<file path="config.mk">
export PLATFORM = sky130hd
export DESIGN_NAME = sdp_front
export DESIGN_NICKNAME = d
export VERILOG_FILES = /design/src/common/sdp_pkg.sv /design/src/hdl/sdp_fifo.sv /design/src/hdl/sdp_front.sv
export SDC_FILE = /design/constraint.sdc
export NUM_CORES = 1
export LEC_CHECK = 0
export ABC_AREA = 1
export CORE_AREA = 4 4 271 273
export CTS_CLUSTER_SIZE = 20
export DETAILED_ROUTE_END_ITERATION = 10
export DIE_AREA = 0 0 275 277
export DONT_BUFFER_PORTS = 1
export HOLD_SLACK_MARGIN = 0.03
export PLACE_DENSITY = 0.64
export SETUP_SLACK_MARGIN = 0.1
export SLEW_MARGIN = 40
export SYNTH_ARGS = -nofsm -noshare
export SYNTH_HDL_FRONTEND = slang
export SYNTH_SLANG_ARGS = --single-unit
</file>
<file path="constraint.sdc">
create_clock -name ref_clk -period 6.5 [get_ports ref_clk]
set_input_delay 1.625 -clock ref_clk [delete_from_list [all_inputs] [get_ports ref_clk]]
set_output_delay 1.625 -clock ref_clk [all_outputs]
set_load 0.02 [all_outputs]
</file>
<file path="src/common/sdp_pkg.sv">
// Purpose: Shared constants and carrier types for the SDRAM pin front end
// Assumes: 12-bit row, 8-bit column, four banks, 16-bit data
// Notes: Command codes are the {ras_n, cas_n, we_n} levels with chip select low
package sdp_pkg;
   // Array geometry
   localparam int ROW_W = 12;
   localparam int COL_W = 8;
   localparam int BANK_W = 2;
   localparam int BANKS = 4;
   localparam int DATA_W = 16;
   localparam int BYTES = 2;
   // Address bit that widens a precharge to every bank
   localparam int PRE_ALL_BIT = 10;
   // Cycles from a sampled byte mask to its effect on a read output
   localparam int MASK_READ_LATENCY = 2;
   // Refresh commands needed during initialisation
   localparam logic [3:0] INIT_REFRESHES = 4'h8;
   // Write buffer depth
   localparam int WR_FIFO_DEPTH = 16;
   // Reset values
   localparam logic [ROW_W-1:0] MODE_RESET = 12'h000;
   localparam logic [DATA_W-1:0] DATA_RESET = 16'h0000;
   // Command codes on {ras_n, cas_n, we_n}
   localparam logic [2:0] CMD_MODE_SET = 3'h0;
   localparam logic [2:0] CMD_REFRESH = 3'h1;
   localparam logic [2:0] CMD_PRECHARGE = 3'h2;
   localparam logic [2:0] CMD_ACTIVATE = 3'h3;
   localparam logic [2:0] CMD_WRITE = 3'h4;
   localparam logic [2:0] CMD_READ = 3'h5;
   localparam logic [2:0] CMD_BURST_STOP = 3'h6;
   localparam logic [2:0] CMD_NO_OP = 3'h7;

   // Command strobes as seen on the pins
   typedef struct packed {
      logic cs_n;
      logic ras_n;
      logic cas_n;
      logic we_n;
   } sdp_cmd_pins_type;

   // One accepted write towards the storage core
   typedef struct packed {
      logic [BANK_W-1:0] bank;
      logic [ROW_W-1:0] row;
      logic [COL_W-1:0] col;
      logic [DATA_W-1:0] data;
      logic [BYTES-1:0] byte_en;
   } sdp_wr_entry_type;

   // One accepted read towards the storage core
   typedef struct packed {
      logic [BANK_W-1:0] bank;
      logic [ROW_W-1:0] row;
      logic [COL_W-1:0] col;
   } sdp_rd_req_type;

   // Clocking state of the device
   typedef enum logic [3:0] {
      PWR_RUN = 4'h1,
      PWR_DOWN = 4'h2,
      PWR_SUSPEND = 4'h4,
      PWR_SELF_REFRESH = 4'h8
   } sdp_pwr_type;
endpackage

</file>
<file path="src/hdl/sdp_fifo.sv">
// Purpose: Write buffer between the pin side and the storage core
// Assumes: Single clock, registered output stage
// Notes: Holds DEPTH words in the array plus one in the output register
`timescale 1ns/100ps
module sdp_fifo #(
   parameter int WIDTH = 41,
   parameter int DEPTH = 16
) (
   // Clock and reset
   input wire logic ref_clk,
   input wire logic nrst,
   // Filling side
   input wire logic in_valid,
   output logic in_ready,
   input wire logic [WIDTH-1:0] in_data,
   // Draining side
   output logic out_valid,
   input wire logic out_ready,
   output logic [WIDTH-1:0] out_data
);
   localparam int AW = $clog2(DEPTH);

   logic [WIDTH-1:0] mem [DEPTH]; // Storage array
   logic [AW-1:0] wptr, next_wptr; // Write pointer
   logic [AW-1:0] rptr, next_rptr; // Read pointer
   logic [AW:0] count, next_count; // Words in the array
   logic next_out_valid; // Output stage occupancy
   logic push, pop; // Array strobes

   // Ready while the array has room
   assign in_ready = (count < (AW+1)'(DEPTH));

   // Pointer and occupancy update
   always_comb
   begin
      push = in_valid && in_ready;
      pop = (count != '0) && (!out_valid || out_ready);
      next_wptr = push ? wptr + 1'b1 : wptr;
      next_rptr = pop ? rptr + 1'b1 : rptr;
      next_count = count + (AW+1)'(push) - (AW+1)'(pop);
      // Output stage keeps its word until taken
      if (pop)
         next_out_valid = 1'b1;
      else if (out_ready)
         next_out_valid = 1'b0;
      else
         next_out_valid = out_valid;
   end

   // Control registers
   always_ff @(posedge ref_clk or negedge nrst)
   begin
      if (!nrst)
      begin
         wptr <= '0;
         rptr <= '0;
         count <= '0;
         out_valid <= 1'b0;
      end
      else
      begin
         wptr <= next_wptr;
         rptr <= next_rptr;
         count <= next_count;
         out_valid <= next_out_valid;
      end
   end

   // Array and registered read port
   always_ff @(posedge ref_clk or negedge nrst)
   begin
      if (!nrst)
         out_data <= '0;
      else if (pop)
         out_data <= mem[rptr];
   end

   always_ff @(posedge ref_clk)
   begin
      if (push)
         mem[wptr] <= in_data;
   end
endmodule

</file>
<file path="src/hdl/sdp_front.sv">
// Purpose: Pin-level command front end of a four-bank 16-bit SDRAM
// Assumes: All pins synchronous to ref_clk; storage core sits on the user side
// Notes: One word per read or write; burst sequencing lives elsewhere
`timescale 1ns/100ps
module sdp_front #(
   parameter int FIFO_DEPTH = sdp_pkg::WR_FIFO_DEPTH
) (
   // Clock and reset
   input wire logic ref_clk,
   input wire logic nrst,
   // Command pins
   input wire logic cke,
   input wire sdp_pkg::sdp_cmd_pins_type cmd,
   input wire logic [sdp_pkg::ROW_W-1:0] addr,
   input wire logic bank_select_high,
   input wire logic bank_select_low,
   input wire logic upper_byte_mask,
   input wire logic lower_byte_mask,
   // Data pins
   input wire logic [sdp_pkg::DATA_W-1:0] dq_in,
   output logic [sdp_pkg::DATA_W-1:0] dq_out,
   output logic [sdp_pkg::BYTES-1:0] dq_oe,
   // Core read side
   output logic rd_req_valid,
   output sdp_pkg::sdp_rd_req_type rd_req,
   input wire logic [sdp_pkg::DATA_W-1:0] rd_data,
   // Core write side
   output logic wr_valid,
   output sdp_pkg::sdp_wr_entry_type wr_entry,
   input wire logic wr_ready,
   // Status
   output logic init_done,
   output logic [sdp_pkg::ROW_W-1:0] mode_value,
   output logic low_power,
   output logic wr_overflow
);
   localparam int NB = sdp_pkg::BANKS;

   // Decode
   logic [2:0] code; // Strobe levels
   logic sel; // Command decoder enabled
   logic [sdp_pkg::BANK_W-1:0] bank_idx; // Addressed bank
   logic [sdp_pkg::BYTES-1:0] mask; // Sampled byte masks
   logic is_mrs, is_ref, is_pre, is_act, is_wr, is_rd;
   logic any_open; // Some bank holds a row
   logic issue_mrs, issue_rd, issue_wr, push, fifo_ready;
   sdp_pkg::sdp_wr_entry_type push_entry; // Word offered to the buffer

   // Bank state
   logic bank_open [NB];
   logic next_open [NB];
   logic [sdp_pkg::ROW_W-1:0] bank_row [NB];
   logic [sdp_pkg::ROW_W-1:0] next_row [NB];

   // Mode, init and power state
   sdp_pkg::sdp_pwr_type pwr, next_pwr;
   logic mode_valid, next_mode_valid; // Mode register programmed
   logic [sdp_pkg::ROW_W-1:0] next_mode_value;
   logic pre_all_seen, next_pre_all_seen; // First precharge-all seen
   logic [3:0] ref_cnt, next_ref_cnt; // Init refreshes, saturating
   logic next_overflow;

   // Read pipeline
   logic rp1, rp2, next_rp1, next_rp2; // Read in flight per stage
   logic [sdp_pkg::BYTES-1:0] rm1, rm2; // Masks travelling with the read
   logic [sdp_pkg::DATA_W-1:0] rdat2, next_rdat2;
   logic [sdp_pkg::DATA_W-1:0] next_dq_out;
   logic [sdp_pkg::BYTES-1:0] next_dq_oe;
   logic next_rd_req_valid;
   sdp_pkg::sdp_rd_req_type next_rd_req;

   // Command decode from the sampled strobes
   always_comb
   begin
      code = {cmd.ras_n, cmd.cas_n, cmd.we_n};
      sel = !cmd.cs_n && (pwr == sdp_pkg::PWR_RUN) && cke;
      bank_idx = {bank_select_high, bank_select_low};
      mask = {upper_byte_mask, lower_byte_mask};
      is_mrs = sel && (code == sdp_pkg::CMD_MODE_SET);
      is_ref = sel && (code == sdp_pkg::CMD_REFRESH);
      is_pre = sel && (code == sdp_pkg::CMD_PRECHARGE);
      is_act = sel && (code == sdp_pkg::CMD_ACTIVATE);
      is_wr = sel && (code == sdp_pkg::CMD_WRITE);
      is_rd = sel && (code == sdp_pkg::CMD_READ);
      any_open = 1'b0;
      for (int b = 0; b < NB; b++)
         any_open = any_open | bank_open[b];
      // Mode set only with every bank closed
      issue_mrs = is_mrs && !any_open;
      // No access before the mode register is programmed
      issue_rd = is_rd && bank_open[bank_idx] && mode_valid;
      issue_wr = is_wr && bank_open[bank_idx] && mode_valid;
      // Fully masked writes are dropped in the command cycle itself; masked bytes clear byte_en
      push_entry.bank = bank_idx;
      push_entry.row = bank_row[bank_idx];
      push_entry.col = addr[sdp_pkg::COL_W-1:0];
      push_entry.data = dq_in;
      push_entry.byte_en = ~mask;
      push = issue_wr && (mask != '1) && fifo_ready;
   end

   // Per-bank open row tracking
   genvar g;
   generate
      for (g = 0; g < NB; g++)
      begin : gen_bank
         // Activate opens, precharge closes one or all
         assign next_open[g] = (is_act && bank_idx == g) ? 1'b1 :
            (is_pre && (addr[sdp_pkg::PRE_ALL_BIT] || bank_idx == g)) ? 1'b0 :
            bank_open[g];
         assign next_row[g] = (is_act && bank_idx == g && !bank_open[g]) ?
            addr : bank_row[g];
      end
   endgenerate

   // Bank registers
   always_ff @(posedge ref_clk or negedge nrst)
   begin
      if (!nrst)
      begin
         for (int b = 0; b < NB; b++)
         begin
            bank_open[b] <= 1'b0;
            bank_row[b] <= '0;
         end
      end
      else
      begin
         for (int b = 0; b < NB; b++)
         begin
            bank_open[b] <= next_open[b];
            bank_row[b] <= next_row[b];
         end
      end
   end

   // Power, mode and initialisation progress
   always_comb
   begin
      next_pwr = pwr;
      next_mode_valid = mode_valid || issue_mrs;
      next_mode_value = issue_mrs ? addr : mode_value;
      next_pre_all_seen = pre_all_seen || (is_pre && addr[sdp_pkg::PRE_ALL_BIT]);
      next_ref_cnt = ref_cnt;
      next_overflow = wr_overflow || (issue_wr && (mask != '1) && !fifo_ready);
      case (pwr)
         sdp_pkg::PWR_RUN:
         begin
            // Low clock enable picks the state by command and banks
            if (!cke)
            begin
               if (!cmd.cs_n && code == sdp_pkg::CMD_REFRESH && !any_open)
                  next_pwr = sdp_pkg::PWR_SELF_REFRESH;
               else if (any_open)
                  next_pwr = sdp_pkg::PWR_SUSPEND;
               else
                  next_pwr = sdp_pkg::PWR_DOWN;
            end
         end
         sdp_pkg::PWR_DOWN, sdp_pkg::PWR_SUSPEND, sdp_pkg::PWR_SELF_REFRESH:
         begin
            // Any sampled high clock enable resumes
            if (cke)
               next_pwr = sdp_pkg::PWR_RUN;
         end
         default:
            next_pwr = sdp_pkg::PWR_RUN;
      endcase
      // Self refresh entry counts as a refresh too
      if ((is_ref || next_pwr == sdp_pkg::PWR_SELF_REFRESH && pwr == sdp_pkg::PWR_RUN)
         && ref_cnt != sdp_pkg::INIT_REFRESHES)
         next_ref_cnt = ref_cnt + 4'h1;
   end

   always_ff @(posedge ref_clk or negedge nrst)
   begin
      if (!nrst)
      begin
         pwr <= sdp_pkg::PWR_RUN;
         mode_valid <= 1'b0;
         mode_value <= sdp_pkg::MODE_RESET;
         pre_all_seen <= 1'b0;
         ref_cnt <= 4'h0;
         wr_overflow <= 1'b0;
         low_power <= 1'b0;
         init_done <= 1'b0;
      end
      else
      begin
         pwr <= next_pwr;
         mode_valid <= next_mode_valid;
         mode_value <= next_mode_value;
         pre_all_seen <= next_pre_all_seen;
         ref_cnt <= next_ref_cnt;
         wr_overflow <= next_overflow;
         low_power <= (next_pwr != sdp_pkg::PWR_RUN);
         init_done <= next_mode_valid && next_pre_all_seen
            && (next_ref_cnt == sdp_pkg::INIT_REFRESHES);
      end
   end

   // Read path: request, core data, then pins two edges after the command
   always_comb
   begin
      next_rd_req_valid = issue_rd;
      next_rd_req.bank = bank_idx;
      next_rd_req.row = bank_row[bank_idx];
      next_rd_req.col = addr[sdp_pkg::COL_W-1:0];
      next_rp1 = issue_rd;
      next_rp2 = rp1;
      next_rdat2 = rp1 ? rd_data : rdat2;
      next_dq_out = rp2 ? rdat2 : dq_out;
      next_dq_oe = rp2 ? ~rm2 : '0;
   end

   always_ff @(posedge ref_clk or negedge nrst)
   begin
      if (!nrst)
      begin
         rd_req_valid <= 1'b0;
         rd_req <= '0;
         rp1 <= 1'b0;
         rp2 <= 1'b0;
         rm1 <= '0;
         rm2 <= '0;
         rdat2 <= sdp_pkg::DATA_RESET;
         dq_out <= sdp_pkg::DATA_RESET;
         dq_oe <= '0;
      end
      else
      begin
         rd_req_valid <= next_rd_req_valid;
         rd_req <= next_rd_req;
         rp1 <= next_rp1;
         rp2 <= next_rp2;
         rm1 <= mask;
         rm2 <= rm1;
         rdat2 <= next_rdat2;
         dq_out <= next_dq_out;
         dq_oe <= next_dq_oe;
      end
   end

   // Write buffer towards the core
   sdp_fifo #(
      .WIDTH($bits(sdp_pkg::sdp_wr_entry_type)),
      .DEPTH(FIFO_DEPTH)
   ) u_wr_fifo (
      .ref_clk(ref_clk),
      .nrst(nrst),
      .in_valid(push),
      .in_ready(fifo_ready),
      .in_data(push_entry),
      .out_valid(wr_valid),
      .out_ready(wr_ready),
      .out_data(wr_entry)
   );
endmodule

</file>
==> run summary <==
outcome: finished clean
Setup violations, final: 0
Multi-input gate area: 7490 um^2
metal2 WL: 39,700 um
Std-Cell Rows: 98
Place WS: 2070 ps
PnR Total Power: 14.8 mW
H-Tree Level Count: 3
buffer count from post-CTS setup fixing: 0
global-route wire length before repair: 122,000 um
WHS Endpoint: rm2[0]
grt ovf: 0
CTS tree: built
Pre-antenna DRT Iters: 6
synth top area cells: edfxtp_1, dfrtp_1, o21ai_0
Max clock buf depth: 3
top routing layer in use: met4
Worst EP arrival: 4060 ps
Initial Util: 45.6%
worst-skew pair later-pin latency: 630 ps
max-cap violations: 0
post-synth cell types: 39
Synth Cell Area: 32,400 um^2
crit end category: flip-flop
final setup TNS: 0 ps
final std cells w/o fill: 3,550
syn avg cell area: 12.7 um^2
metal1 wirelength: 33,100 um
WHS Path Cells: 0
EDFF count, synth: 640
Required @ worst endpoint: 6780 ps
CTS-repair resized insts: 0
Reg area: 24,100 um^2
Min-Delay Path Class: reg2reg
most common cell in the netlist: edfxtp_1
sequential fraction of the synthesis area: 74.2%
fill count: 6,068
Initial DRC Count: 1,908
Worst R2R Start: pwr[3]
initial antenna violation count: 1
vias per cell: 5.63
Critical Path Source Type: primary input
Synth top area share: 59.3%
Die Y: 277 um
flop2flop setup slack: 3100 ps
post-synthesis cell count: 2,548
ys flop type: edfxtp_1
RePlAce Congestion: 0.836
ANT cells: 0
total core area: 71,100 um^2
Post-Syn Nets: 2,618
layout cells sized above 1: 8.58%
cts bufs inserted: 86
PwrDens: 409 nW/um^2
clock-pin slew on the worst setup and hold paths: 60 ps
Worst path most repeated cell: nor3_1
clock root buffer: clkbuf_16
flops & latches, synth: 833
Hold Startpoint: rm1[0]
Die ar.: 76,200 um^2
Hold Violations, Final: 0
Max stage delay on crit path: 650 ps
Crit path buffers/inverters: 2
Top Family by Delay on Critical Path: simple AND/OR/NAND/NOR gates
worst clock skew: 24.0 ps
post-route setup slack: 2720 ps
hold_buf cts: 0
DRC viols: 0
Detailed Route WL: 79,600 um
vias in the first global route: 20,243
Slowest cell on crit path: nor2_4
routed length on met3: 4910 um
peak supply drop: 315 uV
RSZ-0062 raised after global routing: false
antenna-violating nets left: 0
Final #Nets: 2,596
CP Max Fanout: 21
Post-synth top cells: edfxtp_1, nand2_1, o21ai_0
r2r endpoint: u_wr_fifo.mem[15][13]
LEAKAGE: 13.2 nW
Port Buffers: 0
largest net degree at the start of global routing: 194
fin crit share: 58.1%
die width: 275 um
Avg WL per Cell: 22.4 um
CP Cell Sequence: inv_1 > nand2_1 > nor2_1 > nor3_1 > nand3_1 > nor3_1 > nand4_1 > nor2_4 > buf_4
largest area contributor in the netlist: edfxtp_1
Synth Warn #: 0
DP Cell Count: 3,387
All-Layer GR Usage: 20.8%
Worst Path Class, Setup: in2reg
critical path startpoint: bank_select_low
DP Wirelength: 44,500 um
area delta synth->final: 12.0%
Slew HR: 43.4%
vias: 20,001
Final min period: 3780 ps
Util after Layout: 51.0%
clock sink total: 833
slew at the pin closest to its max-slew limit: 848 ps
FF-to-FF path depth: 8
Slew Viols, Final: 0
io pins: 153
fmax: 265 MHz
post-synthesis async set-or-reset flop share: 23.2%
==> layout make-up <==
class,count,share of cell area (%)
clock inverter,32,0.948
multi-input combinational,1461,20.6
timing repair buffer,43,1.01
inverter,101,1.07
tap,950,3.28
sequential,833,66.3
clock buffer,130,6.75
==> metal layers <==
layer	global-route usage [%]	vias to the layer above
met2	34.7	656
met3	3.57	108
met5	0	-
li1	-	9144
met1	28.0	10093
met4	6.62	0
==> metrics by stage <==
stage / hold slack (ps) / area, um^2
after detailed placement: 342 / 33500
after global placement: 334 / 33400
after floorplan: 331 / 32400
after CTS: 355 / 36200
after global routing: 359 / 36300
final: 351 / 36300
==> cells in the final DEF (no fill, tap or decap), types with 5 or more instances in the layout <==
master     count
edfxtp_1     640
nand2_1      383
o21ai_0      381
nor2_1       290
dfrtp_1      187
inv_1         94
clkbuf_16     88
o221ai_1      83
nand3_1       58
a21oi_1       50
o22ai_1       48
buf_4         38
clkbuf_1      33
mux2i_1       30
a22oi_1       19
o21ai_1       16
o211ai_1      16
clkinv_2      16
nor3_2        13
ha_1          13
o21ai_2       12
xor2_1        11
clkbuf_8       9
nor3_1         7
clkinv_1       6
nand4_1        5
bufinv_16      5
==> how the worst max path moves through the flow <==
stage	end	slack, ps	cells past startpoint
after floorplan	u_wr_fifo.mem[4][0]	630	9
after detailed placement	u_wr_fifo.mem[15][17]	2070	9
after CTS	u_wr_fifo.mem[15][15]	2730	9
after global placement	u_wr_fifo.mem[9][11]	2170	8
final	u_wr_fifo.mem[15][13]	2720	9
after global routing	u_wr_fifo.mem[15][13]	2500	9
==> flip-flops by register name (all words and copies together) (netlist names), 4 cells and up <==
name / flops
u_wr_fifo.mem: 640
bank_row: 48
u_wr_fifo.out_data: 40
rd_req: 22
dq_out: 16
rdat2: 16
mode_value: 12
u_wr_fifo.count: 5
bank_open: 4
pwr: 4
ref_cnt: 4
u_wr_fifo.rptr: 4
u_wr_fifo.wptr: 4
==> cells by family (layout without fill, tap and decap cells) <==
kind of cell | after synthesis | count (layout) | share of synthesized area (%)
buffers and inverters | 254 | 306 | 3.06
flip-flops | 833 | 833 | 74.2
XOR/XNOR | 12 | 12 | 0.324
AND/OR/NAND/NOR | 777 | 777 | 9.65
adder cells (fa/ha/maj) | 14 | 14 | 0.564
AO/OA/AOI/OAI | 628 | 628 | 11.3
multiplexers | 30 | 30 | 0.926
==> where the power goes <==
group / leakage, nW / switching, mW / internal (mW)
clock network: 1.37 / 2.00 / 2.82
registers: 8.14 / 0.455 / 5.98
logic: 3.69 / 2.53 / 1.05
total: 13.2 / 4.99 / 9.86
(Power assumes the default switching activity.)
